**config.mk**
```make
export PLATFORM = sky130hd
export DESIGN_NAME = asfe_frame_engine
export DESIGN_NICKNAME = d
export VERILOG_FILES = /design/src/verilog/asfe_pkg.sv /design/src/verilog/asfe_tq_if.sv /design/src/verilog/asfe_frame_engine.sv /design/src/verilog/asfe_bit_timer.sv
export SDC_FILE = /design/constraint.sdc
export NUM_CORES = 1
export LEC_CHECK = 0
export BUFFER_PORTS_ARGS = -buffer_cell sky130_fd_sc_hd__buf_2
export CAP_MARGIN = 20
export CORE_AREA = 2 2 97 193
export CTS_BUF_LIST = sky130_fd_sc_hd__clkbuf_4 sky130_fd_sc_hd__clkbuf_8
export DETAILED_ROUTE_END_ITERATION = 12
export DIE_AREA = 0 0 99 195
export PLACE_DENSITY = 0.94
export SLEW_MARGIN = 20
export SYNTH_ARGS = -nofsm -noshare
export SYNTH_HDL_FRONTEND = slang
export SYNTH_HIERARCHICAL = 1
export SYNTH_SLANG_ARGS = --single-unit
```
**constraint.sdc**
```tcl
create_clock -name aclk -period 7.07 [get_ports aclk]
set_input_delay 0.3535 -clock aclk [delete_from_list [all_inputs] [get_ports aclk]]
set_output_delay 0.3535 -clock aclk [all_outputs]
set_load 0.02 [all_outputs]
```
**src/verilog/asfe_pkg.sv**
```systemverilog
// Constants and types of the async serial frame engine
// Operation
// - Line rests at 1 between frames; one start bit at 0 opens each frame.
// - Data field is 1 to 64 bits, field value plus one.
// - With parity on, even or odd parity bit follows the last data bit.
// - Receiver stores received parity value and parity error with the data.
// - One or two stop bits at 1 close a frame; next start may follow.
// - Start, parity and stop bits are made and removed by the state machine.
// - Software clears idle flags; a running frame still completes normally.
// - Transmit frames start only while the transmit idle flag is set; reception also right after a final stop sample.
// - Idle mode bit 0 declares the line idle without the full count.
// - Full idle needs data bits plus 2, or plus 3 with parity, high bits.
// - Idle count restarts on line edges, stop-mode exit and mode enable.
// - Clearing an idle flag leaves the idle counter running.
// - Idle wait counts whole bit times; never shorter than programmed.
// - Falling edge while idle or after final stop sample opens reception.
// - Start bit sampled as 1 is noise; receiver returns to idle.
// - Frame spans several data words; empty buffer sends passive level.
// - Shift direction 0 sends and receives least significant bit first.
// - Quanta per bit equal the quanta field plus one.
// - Bit value is direct sample or majority of latest three quanta.
// - Shared timing setup, separate counters; transmit aligns to quanta.
package asfe_pkg;
  localparam int unsigned TQ_W  = 6;
  localparam int unsigned AW    = 8;
  localparam int unsigned RXD_W = 16;

  localparam logic [AW-1:0] OFS_CTRL = 8'h00;
  localparam logic [AW-1:0] OFS_TIM  = 8'h04;
  localparam logic [AW-1:0] OFS_STAT = 8'h08;
  localparam logic [AW-1:0] OFS_TXD  = 8'h0C;
  localparam logic [AW-1:0] OFS_RXD  = 8'h10;

  localparam int unsigned STAT_RXIDLE = 0;
  localparam int unsigned STAT_TXIDLE = 1;
  localparam int unsigned STAT_RXVAL  = 2;
  localparam int unsigned STAT_TXFULL = 3;
  localparam int unsigned STAT_PAR    = 4;
  localparam int unsigned STAT_PARITY_ERROR_FLAG   = 5;
  localparam int unsigned RXD_PAR     = 16;
  localparam int unsigned RXD_PARITY_ERROR_FLAG    = 17;
  localparam int unsigned RXD_LAST    = 18;

  localparam logic [3:0] MODE_ASYNC = 4'h2;
  localparam logic [1:0] TRM_ASYNC  = 2'h1;
  localparam logic [1:0] PM_EVEN    = 2'h2;
  localparam logic [1:0] PM_ODD     = 2'h3;
  localparam logic [6:0] IDLE_NOPAR = 7'h03;
  localparam logic [6:0] IDLE_PAR   = 7'h04;
  localparam logic [1:0] RESP_OKAY  = 2'h0;
  localparam logic [1:0] RESP_SLVERR = 2'h2;

  localparam logic [31:0] CTRL_RST = 32'h0000_0000;
  localparam logic [31:0] TIM_RST  = 32'h0700_080F;

  typedef struct packed {
    logic [18:0] rsv;
    logic        pdl;
    logic        sdir;
    logic        smd;
    logic        idm;
    logic        stpb;
    logic [1:0]  pm;
    logic [1:0]  trm;
    logic [3:0]  mode;
  } asfe_ctrl_t;

  typedef struct packed {
    logic [1:0]      rsv3;
    logic [5:0]      fle;
    logic [5:0]      rsv2;
    logic [1:0]      pctq;
    logic [1:0]      rsv1;
    logic [TQ_W-1:0] sp;
    logic [1:0]      rsv0;
    logic [TQ_W-1:0] dctq;
  } asfe_tim_t;

  typedef enum logic [4:0] {
    S_IDLE  = 5'h01,
    S_START = 5'h02,
    S_DATA  = 5'h04,
    S_PAR   = 5'h08,
    S_STOP  = 5'h10
  } asfe_state_t;
endpackage : asfe_pkg

```
**src/verilog/asfe_tq_if.sv**
```systemverilog
// Shared bit timing setup passed to the bit timers
`timescale 1ns/1ps
`default_nettype none
interface asfe_tq_if;
  logic [asfe_pkg::TQ_W-1:0] dctq;
  logic [asfe_pkg::TQ_W-1:0] sp;
  logic [1:0]                pctq;
  logic                      smd;
  modport src (output dctq, output sp, output pctq, output smd);
  modport tmr (input dctq, input sp, input pctq, input smd);
endinterface : asfe_tq_if
`default_nettype wire

```
**src/verilog/asfe_frame_engine.sv**
```systemverilog
// Async serial frame engine with AXI4-Lite register slave
//
// The placing of the registers and the AXI4-Lite slave port were decided locally.
`timescale 1ns/1ps
`default_nettype none
module asfe_frame_engine #(
  parameter int unsigned WORD_W = 8
) (
  input  wire logic                     aclk,
  input  wire logic                     aresetn,
  input  wire logic [asfe_pkg::AW-1:0]  s_axi_awaddr,
  input  wire logic                     s_axi_awvalid,
  output logic                          s_axi_awready,
  input  wire logic [31:0]              s_axi_wdata,
  input  wire logic [3:0]               s_axi_wstrb,
  input  wire logic                     s_axi_wvalid,
  output logic                          s_axi_wready,
  output logic [1:0]                    s_axi_bresp,
  output logic                          s_axi_bvalid,
  input  wire logic                     s_axi_bready,
  input  wire logic [asfe_pkg::AW-1:0]  s_axi_araddr,
  input  wire logic                     s_axi_arvalid,
  output logic                          s_axi_arready,
  output logic [31:0]                   s_axi_rdata,
  output logic [1:0]                    s_axi_rresp,
  output logic                          s_axi_rvalid,
  input  wire logic                     s_axi_rready,
  input  wire logic                     rx_input_stage,
  input  wire logic                     tx_monitor_input_stage,
  input  wire logic                     stop_mode,
  output logic                          tx_out
);
  localparam int unsigned BI_W = $clog2(WORD_W);
  localparam logic [BI_W-1:0] BI_LAST = BI_W'(WORD_W - 1);

  generate
    if (WORD_W < 2 || WORD_W > asfe_pkg::RXD_W)
    begin : g_bad_word
      $error("WORD_W must lie between 2 and 16");
    end
  endgenerate

  typedef struct packed {
    asfe_pkg::asfe_ctrl_t  ctrl;
    asfe_pkg::asfe_tim_t   tim;
    logic                  en_d, stop_d, rx_d, tx_d, rx_idle, tx_idle;
    logic [6:0]            rx_icnt, tx_icnt;
    asfe_pkg::asfe_state_t rx_st, tx_st;
    logic [5:0]            rx_bits, tx_bits;
    logic [BI_W-1:0]       rx_bi, tx_bi;
    logic [WORD_W-1:0]     rx_word, rx_buf, tx_word, tx_hold;
    logic                  rx_par, rx_stp, rx_back, rx_bval, rx_bpar, rx_berr, rx_blast;
    logic                  tx_par, tx_stp, tx_wval, tx_full, tx_out;
    logic                  bvalid, rvalid;
    logic [1:0]            bresp, rresp;
    logic [31:0]           rdata;
  } asfe_st_t;

  asfe_st_t   st_r;
  asfe_st_t   st_nxt;
  logic       en;
  logic       pm_on;
  logic       odd;
  logic       wr;
  logic       rd;
  logic       rx_edge;
  logic       rx_fall;
  logic       tx_edge;
  logic       cnt_rst;
  logic       rx_go;
  logic       tx_go;
  logic [6:0] idle_tgt;
  logic       rt_smp;
  logic       rt_bend;
  logic       rt_bitv;
  logic       tt_tq;
  logic       tt_bend;

  asfe_tq_if u_cfg ();

  assign u_cfg.dctq = st_r.tim.dctq;
  assign u_cfg.sp   = st_r.tim.sp;
  assign u_cfg.pctq = st_r.tim.pctq;
  assign u_cfg.smd  = st_r.ctrl.smd;

  // Receiver and transmitter keep their own bit position
  asfe_bit_timer u_rx_tmr (
    .aclk    (aclk),
    .aresetn (aresetn),
    .cfg     (u_cfg),
    .restart (rx_go),
    .din     (rx_input_stage),
    .tq      (),
    .smp     (rt_smp),
    .bend    (rt_bend),
    .bitv    (rt_bitv)
  );

  asfe_bit_timer u_tx_tmr (
    .aclk    (aclk),
    .aresetn (aresetn),
    .cfg     (u_cfg),
    .restart (tx_go),
    .din     (tx_monitor_input_stage),
    .tq      (tt_tq),
    .smp     (),
    .bend    (tt_bend),
    .bitv    ()
  );

  assign en = st_r.ctrl.mode == asfe_pkg::MODE_ASYNC
           && st_r.ctrl.trm == asfe_pkg::TRM_ASYNC;
  assign pm_on    = st_r.ctrl.pm == asfe_pkg::PM_EVEN || st_r.ctrl.pm == asfe_pkg::PM_ODD;
  assign odd      = st_r.ctrl.pm == asfe_pkg::PM_ODD;
  assign idle_tgt = 7'({1'b0, st_r.tim.fle} + (pm_on ? asfe_pkg::IDLE_PAR
                                                      : asfe_pkg::IDLE_NOPAR));
  assign rx_edge  = rx_input_stage != st_r.rx_d;
  assign rx_fall  = rx_edge && !rx_input_stage;
  assign tx_edge  = tx_monitor_input_stage != st_r.tx_d;
  assign cnt_rst  = (en && !st_r.en_d) || (!stop_mode && st_r.stop_d);
  assign rx_go    = st_r.rx_st == asfe_pkg::S_IDLE && en && rx_fall
                 && (st_r.rx_idle || st_r.rx_back);
  assign tx_go    = st_r.tx_st == asfe_pkg::S_IDLE && en && st_r.tx_idle
                 && st_r.tx_full && tt_tq;
  assign wr       = s_axi_awvalid && s_axi_wvalid && !st_r.bvalid;
  assign rd       = s_axi_arvalid && !st_r.rvalid;

  assign s_axi_awready = wr;
  assign s_axi_wready  = wr;
  assign s_axi_bvalid  = st_r.bvalid;
  assign s_axi_bresp   = st_r.bresp;
  assign s_axi_arready = !st_r.rvalid;
  assign s_axi_rvalid  = st_r.rvalid;
  assign s_axi_rresp   = st_r.rresp;
  assign s_axi_rdata   = st_r.rdata;
  assign tx_out        = st_r.tx_out;

  function automatic logic [31:0] merge(logic [31:0] old, logic [31:0] d, logic [3:0] be);
    logic [31:0] m;
    m = {{8{be[3]}}, {8{be[2]}}, {8{be[1]}}, {8{be[0]}}};
    return (old & ~m) | (d & m);
  endfunction : merge

  // Bit order inside a data word
  function automatic logic [BI_W-1:0] bit_idx(logic [BI_W-1:0] bi, logic msb);
    return msb ? BI_W'(BI_LAST - bi) : bi;
  endfunction : bit_idx

  // Hand a finished receive word to software with its status
  function automatic asfe_st_t push(asfe_st_t s, logic last, logic p, logic e);
    s.rx_buf   = s.rx_word;
    s.rx_bval  = 1'b1;
    s.rx_blast = last;
    s.rx_bpar  = p;
    s.rx_berr  = e;
    s.rx_word  = '0;
    return s;
  endfunction : push

  always_comb
  begin
    st_nxt = st_r;
    // Register writes
    if (st_r.bvalid && s_axi_bready)
      st_nxt.bvalid = 1'b0;
    if (wr)
    begin
      st_nxt.bvalid = 1'b1;
      st_nxt.bresp  = asfe_pkg::RESP_OKAY;
      case (s_axi_awaddr)
        asfe_pkg::OFS_CTRL: st_nxt.ctrl = merge(st_r.ctrl, s_axi_wdata, s_axi_wstrb);
        asfe_pkg::OFS_TIM:  st_nxt.tim = merge(st_r.tim, s_axi_wdata, s_axi_wstrb);
        asfe_pkg::OFS_STAT:
        begin
          if (s_axi_wstrb[0] && s_axi_wdata[asfe_pkg::STAT_RXIDLE])
            st_nxt.rx_idle = 1'b0;
          if (s_axi_wstrb[0] && s_axi_wdata[asfe_pkg::STAT_TXIDLE])
            st_nxt.tx_idle = 1'b0;
        end
        asfe_pkg::OFS_TXD:
        begin
          if (!st_r.tx_full && s_axi_wstrb[0])
          begin
            st_nxt.tx_hold = s_axi_wdata[WORD_W-1:0];
            st_nxt.tx_full = 1'b1;
          end
        end
        asfe_pkg::OFS_RXD: ;
        default: st_nxt.bresp = asfe_pkg::RESP_SLVERR;
      endcase
    end
    // Register reads; reading receive data frees the buffer
    if (st_r.rvalid && s_axi_rready)
      st_nxt.rvalid = 1'b0;
    if (rd)
    begin
      st_nxt.rvalid = 1'b1;
      st_nxt.rresp  = asfe_pkg::RESP_OKAY;
      st_nxt.rdata  = '0;
      case (s_axi_araddr)
        asfe_pkg::OFS_CTRL: st_nxt.rdata = st_r.ctrl;
        asfe_pkg::OFS_TIM:  st_nxt.rdata = st_r.tim;
        asfe_pkg::OFS_STAT:
        begin
          st_nxt.rdata[asfe_pkg::STAT_RXIDLE] = st_r.rx_idle;
          st_nxt.rdata[asfe_pkg::STAT_TXIDLE] = st_r.tx_idle;
          st_nxt.rdata[asfe_pkg::STAT_RXVAL]  = st_r.rx_bval;
          st_nxt.rdata[asfe_pkg::STAT_TXFULL] = st_r.tx_full;
          st_nxt.rdata[asfe_pkg::STAT_PAR]    = st_r.rx_bpar;
          st_nxt.rdata[asfe_pkg::STAT_PARITY_ERROR_FLAG]   = st_r.rx_berr;
        end
        asfe_pkg::OFS_RXD:
        begin
          st_nxt.rdata[WORD_W-1:0]          = st_r.rx_buf;
          st_nxt.rdata[asfe_pkg::RXD_PAR]   = st_r.rx_bpar;
          st_nxt.rdata[asfe_pkg::RXD_PARITY_ERROR_FLAG]  = st_r.rx_berr;
          st_nxt.rdata[asfe_pkg::RXD_LAST]  = st_r.rx_blast;
          st_nxt.rx_bval = 1'b0;
        end
        asfe_pkg::OFS_TXD: ;
        default: st_nxt.rresp = asfe_pkg::RESP_SLVERR;
      endcase
    end
    st_nxt.en_d   = en;
    st_nxt.stop_d = stop_mode;
    st_nxt.rx_d   = rx_input_stage;
    st_nxt.tx_d   = tx_monitor_input_stage;
    // Receiver
    if (rx_go)
    begin
      st_nxt.rx_st   = asfe_pkg::S_START;
      st_nxt.rx_back = 1'b0;
    end
    else if (st_r.rx_st == asfe_pkg::S_IDLE && rt_bend)
      st_nxt.rx_back = 1'b0;
    if (rt_smp)
    begin
      unique case (st_r.rx_st)
        asfe_pkg::S_IDLE: ;
        asfe_pkg::S_START:
        begin
          if (rt_bitv)
            st_nxt.rx_st = asfe_pkg::S_IDLE;
          else
          begin
            st_nxt.rx_st   = asfe_pkg::S_DATA;
            st_nxt.rx_bits = '0;
            st_nxt.rx_bi   = '0;
            st_nxt.rx_par  = 1'b0;
            st_nxt.rx_word = '0;
          end
        end
        asfe_pkg::S_DATA:
        begin
          st_nxt.rx_word[bit_idx(st_r.rx_bi, st_r.ctrl.sdir)] = rt_bitv;
          st_nxt.rx_par  = st_r.rx_par ^ rt_bitv;
          st_nxt.rx_bits = 6'(st_r.rx_bits + 1'b1);
          st_nxt.rx_bi   = BI_W'(st_r.rx_bi + 1'b1);
          if (st_r.rx_bits == st_r.tim.fle)
          begin
            st_nxt.rx_stp = 1'b0;
            st_nxt.rx_st  = pm_on ? asfe_pkg::S_PAR : asfe_pkg::S_STOP;
            if (!pm_on)
              st_nxt = push(st_nxt, 1'b1, 1'b0, 1'b0);
          end
          else if (st_r.rx_bi == BI_LAST)
          begin
            st_nxt    = push(st_nxt, 1'b0, 1'b0, 1'b0);
            st_nxt.rx_bi = '0;
          end
        end
        asfe_pkg::S_PAR:
        begin
          st_nxt = push(st_nxt, 1'b1, rt_bitv, rt_bitv ^ st_r.rx_par ^ odd);
          st_nxt.rx_st = asfe_pkg::S_STOP;
        end
        asfe_pkg::S_STOP:
        begin
          if (st_r.rx_stp == st_r.ctrl.stpb)
          begin
            st_nxt.rx_st   = asfe_pkg::S_IDLE;
            st_nxt.rx_back = 1'b1;
          end
          else
            st_nxt.rx_stp = 1'b1;
        end
        default: st_nxt.rx_st = asfe_pkg::S_IDLE;
      endcase
    end
    // Transmitter
    if (tx_go)
    begin
      st_nxt.tx_st  = asfe_pkg::S_START;
      st_nxt.tx_out = 1'b0;
    end
    else if (tt_bend)
    begin
      unique case (st_r.tx_st)
        asfe_pkg::S_IDLE: ;
        asfe_pkg::S_START, asfe_pkg::S_DATA:
        begin
          if (st_r.tx_st == asfe_pkg::S_DATA && st_r.tx_bits == st_r.tim.fle)
          begin
            st_nxt.tx_stp = 1'b0;
            st_nxt.tx_st  = pm_on ? asfe_pkg::S_PAR : asfe_pkg::S_STOP;
            st_nxt.tx_out = pm_on ? st_r.tx_par ^ odd : 1'b1;
          end
          else
          begin
            if (st_r.tx_st == asfe_pkg::S_START)
            begin
              st_nxt.tx_st   = asfe_pkg::S_DATA;
              st_nxt.tx_bits = '0;
              st_nxt.tx_par  = 1'b0;
            end
            else
              st_nxt.tx_bits = 6'(st_r.tx_bits + 1'b1);
            if (st_r.tx_st == asfe_pkg::S_START || st_r.tx_bi == BI_LAST)
            begin
              st_nxt.tx_bi   = '0;
              st_nxt.tx_word = st_nxt.tx_full ? st_nxt.tx_hold : '0;
              st_nxt.tx_wval = st_nxt.tx_full;
              st_nxt.tx_full = 1'b0;
            end
            else
              st_nxt.tx_bi = BI_W'(st_r.tx_bi + 1'b1);
            st_nxt.tx_out = st_nxt.tx_wval
                          ? st_nxt.tx_word[bit_idx(st_nxt.tx_bi, st_r.ctrl.sdir)]
                          : st_r.ctrl.pdl;
            st_nxt.tx_par = st_nxt.tx_par ^ st_nxt.tx_out;
          end
        end
        asfe_pkg::S_PAR:
        begin
          st_nxt.tx_st  = asfe_pkg::S_STOP;
          st_nxt.tx_out = 1'b1;
        end
        asfe_pkg::S_STOP:
        begin
          if (st_r.tx_stp == st_r.ctrl.stpb)
            st_nxt.tx_st = asfe_pkg::S_IDLE;
          else
            st_nxt.tx_stp = 1'b1;
        end
        default:
        begin
          st_nxt.tx_st  = asfe_pkg::S_IDLE;
          st_nxt.tx_out = 1'b1;
        end
      endcase
    end
    // Idle detection per line; set after any clear above, counter untouched by it
    // First counted bit end is partial, so one extra keeps the wait full length
    if (cnt_rst || rx_edge)
      st_nxt.rx_icnt = '0;
    else if (rt_bend && rx_input_stage && st_r.rx_icnt <= idle_tgt)
      st_nxt.rx_icnt = 7'(st_r.rx_icnt + 1'b1);
    if (en && rx_input_stage && !rx_edge && !cnt_rst
        && (!st_r.ctrl.idm || st_r.rx_icnt > idle_tgt))
      st_nxt.rx_idle = 1'b1;
    if (cnt_rst || tx_edge)
      st_nxt.tx_icnt = '0;
    else if (tt_bend && tx_monitor_input_stage && st_r.tx_icnt <= idle_tgt)
      st_nxt.tx_icnt = 7'(st_r.tx_icnt + 1'b1);
    if (en && tx_monitor_input_stage && !tx_edge && !cnt_rst
        && (!st_r.ctrl.idm || st_r.tx_icnt > idle_tgt))
      st_nxt.tx_idle = 1'b1;
  end

  always_ff @(posedge aclk)
  begin
    if (!aresetn)
    begin
      st_r        <= '0;
      st_r.ctrl   <= asfe_pkg::CTRL_RST;
      st_r.tim    <= asfe_pkg::TIM_RST;
      st_r.rx_st  <= asfe_pkg::S_IDLE;
      st_r.tx_st  <= asfe_pkg::S_IDLE;
      st_r.rx_d   <= 1'b1;
      st_r.tx_d   <= 1'b1;
      st_r.tx_out <= 1'b1;
    end
    else
      st_r <= st_nxt;
  end
endmodule : asfe_frame_engine
`default_nettype wire

```
**src/verilog/asfe_bit_timer.sv**
```systemverilog
// Time quantum and bit timing counter with sample point and majority vote
`timescale 1ns/1ps
`default_nettype none
module asfe_bit_timer (
  input  wire logic  aclk,
  input  wire logic  aresetn,
  asfe_tq_if.tmr     cfg,
  input  wire logic  restart,
  input  wire logic  din,
  output logic       tq,
  output logic       smp,
  output logic       bend,
  output logic       bitv
);
  typedef struct packed {
    logic [1:0]                pre;
    logic [asfe_pkg::TQ_W-1:0] cnt;
    logic [1:0]                hist;
  } asfe_tmr_t;

  localparam int unsigned TQ_W = asfe_pkg::TQ_W;

  asfe_tmr_t r_r;
  asfe_tmr_t r_nxt;
  logic      maj;

  assign tq   = r_r.pre == cfg.pctq;
  assign smp  = tq && r_r.cnt == cfg.sp;
  assign bend = tq && r_r.cnt == cfg.dctq;
  assign maj  = (r_r.hist[1] & r_r.hist[0]) | (r_r.hist[1] & din) | (r_r.hist[0] & din);
  assign bitv = cfg.smd ? maj : din;

  always_comb
  begin
    r_nxt = r_r;
    if (restart)
    begin
      r_nxt.pre = '0;
      r_nxt.cnt = '0;
    end
    else
    begin
      r_nxt.pre = tq ? 2'h0 : 2'(r_r.pre + 2'h1);
      if (tq)
      begin
        r_nxt.cnt  = bend ? '0 : TQ_W'(r_r.cnt + 1'b1);
        r_nxt.hist = {r_r.hist[0], din};
      end
    end
  end

  always_ff @(posedge aclk)
  begin
    if (!aresetn)
      r_r <= '0;
    else
      r_r <= r_nxt;
  end
endmodule : asfe_bit_timer
`default_nettype wire

```
==> impl_metrics.yaml <==
status:
  status: "completed"
clock_tree:
  cts_root_buffer: "clkbuf_8"
  cts_tree: "done"
  htree_levels: 1
  cts.clk_slew.worst_paths_ns: 0.07
  cts_sinks: 210
  clk_latency_ns: 0.57
  cts_max_path_buffers: 3
  cts_buffers: 29
  post-cts-setup-buffers: 0
critical_path:
  cp_max_fo: 13
  cp-start-kind: "flop"
  r2r_cells: 13
  arrival_ns: 4.12
  crit_path_end: "st_r[114]$_SDFFE_PP0P_"
  critPathCaptureType: "flop"
  r2r_end: "st_r[114]$_SDFFE_PP0P_"
  r2r_slack_ns: 3.46
  crit_type: "reg2reg"
  worstPathRequired_ns: 7.59
route:
  vias_per_cell: 6.45
  drc_errors: 0
  routed_wirelength_mm: 31.9
  firstDrtPassIters: 6
  wire_per_inst_um: 19.4
  vias: 10600
  ant_nets: 0
  drtIter0Drc: 943
place:
  port-buffer-count: 101
  dp_hpwl_mm: 22.1
  routabilityCongestion: 0.943
floorplanning:
  die-area_sq_mm: 0.0193
  die_h_um: 195
  core_area_sq_mm: 0.0177
  ios: 104
  rows: 69
  initial_core_util: 0.624
  die_width_um: 99
final_layout:
  register_area_sq_mm: 0.00420
  syn2layout_area_growth_pct: 7.78
  fillerInstances: 1281
  utilization: 0.673
  drive_above_1_share: 0.155
  multiInputGateArea_sq_mm: 0.00616
  nets: 1496
sta:
  fmax_mhz: 277
  finalHoldViolations: 0
  min_period_over_period: 0.510
  rsz0062_at_grt: "false"
  setup_viol: 0
  timing.slew.headroom: 0.232
  worstMarginPinSlew_ns: 1.14
  slew_viol_final: 0
  finalSetupTns_ns: 0
  skew_ns: 0.0223
  min_period_ns: 3.61
yosys:
  synthCells: 1384
  avgSynthCellArea_sq_um: 7.98
  ys_warn_count: 6
  syn_area_sq_mm: 0.0110
worst_hold_path:
  holdCritPathClass: "in2reg"
grt:
  grt_overflow: 0
  grt_pass1_wl_mm: 50.5
  grt_pass1_vias: 10300
  grt_antenna_before_repair: 2
  grt_use_total: 0.319
  grt_max_degree: 112
power_and_ir_drop:
  irDropWorstVdd_uv: 191
  total_power_w: 0.00230
  power.leakage_nw: 4.45
  power.density_mw_per_mm2: 193
flow_run:
  drv_cap: 0
-- placed cells by master, fill, tap and decap left out, types with 23 or more instances in the layout --
master,count
nand2_1,261
nor2_1,93
xnor2_1,40
mux2_2,28
nor3_1,34
dfxtp_1,210
ha_1,25
clkbuf_8,35
a21oi_1,140
inv_1,23
buf_2,101
xor2_1,30
o21ai_0,50
nand3_1,61
-- per-layer routing --
metal  wire (um)  track usage
met3        2440       0.0515
met1       10400        0.328
met4        2970        0.247
met2       16000        0.562
met5           0            0
-- where the power goes --
group | leakage, nW | switching, W | internal [W] | total (W)
clock | 0.317 | 0.000478 | 0.000516 | 0.000994
sequential | 1.69 | 0.00000789 | 0.00119 | 0.00120
combinational | 2.44 | 0.0000763 | 0.0000364 | 0.000113
-- cell type report --
type                            count  share of cell area
Antenna cell                        2            0.000420
Clock inverter                      9             0.00630
Timing Repair Buffer              109              0.0480
Sequential cell                   210               0.353
Multi-Input combinational cell   1033               0.517
Tap cell                          213              0.0224
Inverter                           26             0.00841
Clock buffer                       41              0.0442
-- stage by stage --
| step | cell area [sq um] | std cells | hold slack, ns | worst slack, ns |
|---|---|---|---|---|
| floorplan | 11100 | 1385 | 0.427 | 3.74 |
| global placement | 11300 | 1589 | 0.435 | 3.68 |
| detailed placement | 11300 | 1589 | 0.443 | 3.58 |
| CTS | 11900 | 1640 | 0.00443 | 3.50 |
| global route | 11900 | 1643 | 0.0172 | 3.21 |
| finish | 11900 | 1643 | 0.0127 | 3.46 |
-- worst max-delay path, cell delays in order (launching register included) --
cell	delay [ns]
dfxtp_1	0.60
xnor2_1	0.12
ha_1	0.23
o21a_1	0.21
o21ai_0	0.25
xor2_1	0.14
ha_1	0.23
or3_1	0.37
o2111ai_2	0.21
o311ai_1	0.15
a311oi_2	0.37
nor2_2	0.14
or4_1	0.48
nand2_1	0.07
-- how the worst min path moves through the flow --
stage / to / slack [ns] / cells past startpoint / startpoint
floorplan: st_r[126]$_SDFF_PN1_ / 0.43 / 1 / aresetn
global placement: flop / 0.43 / 2 / flop
detailed placement: s_axi_rdata[22]$_SDFFE_PN0P_ / 0.44 / 2 / s_axi_rdata[22]$_SDFFE_PN0P_
CTS: st_r[128]$_SDFF_PN0_ / 0.004 / 2 / stop_mode
global route: st_r[128]$_SDFF_PN0_ / 0.02 / 2 / stop_mode
finish: st_r[128]$_SDFF_PN0_ / 0.01 / 2 / stop_mode
-- what timing repair did --
item / 4_1_cts / 5_1_grt
hold buffers: 1 / 0
gates resized for setup: 0 / 0
hold endpoints to repair: 1 / 0
(Power assumes the default switching activity.)
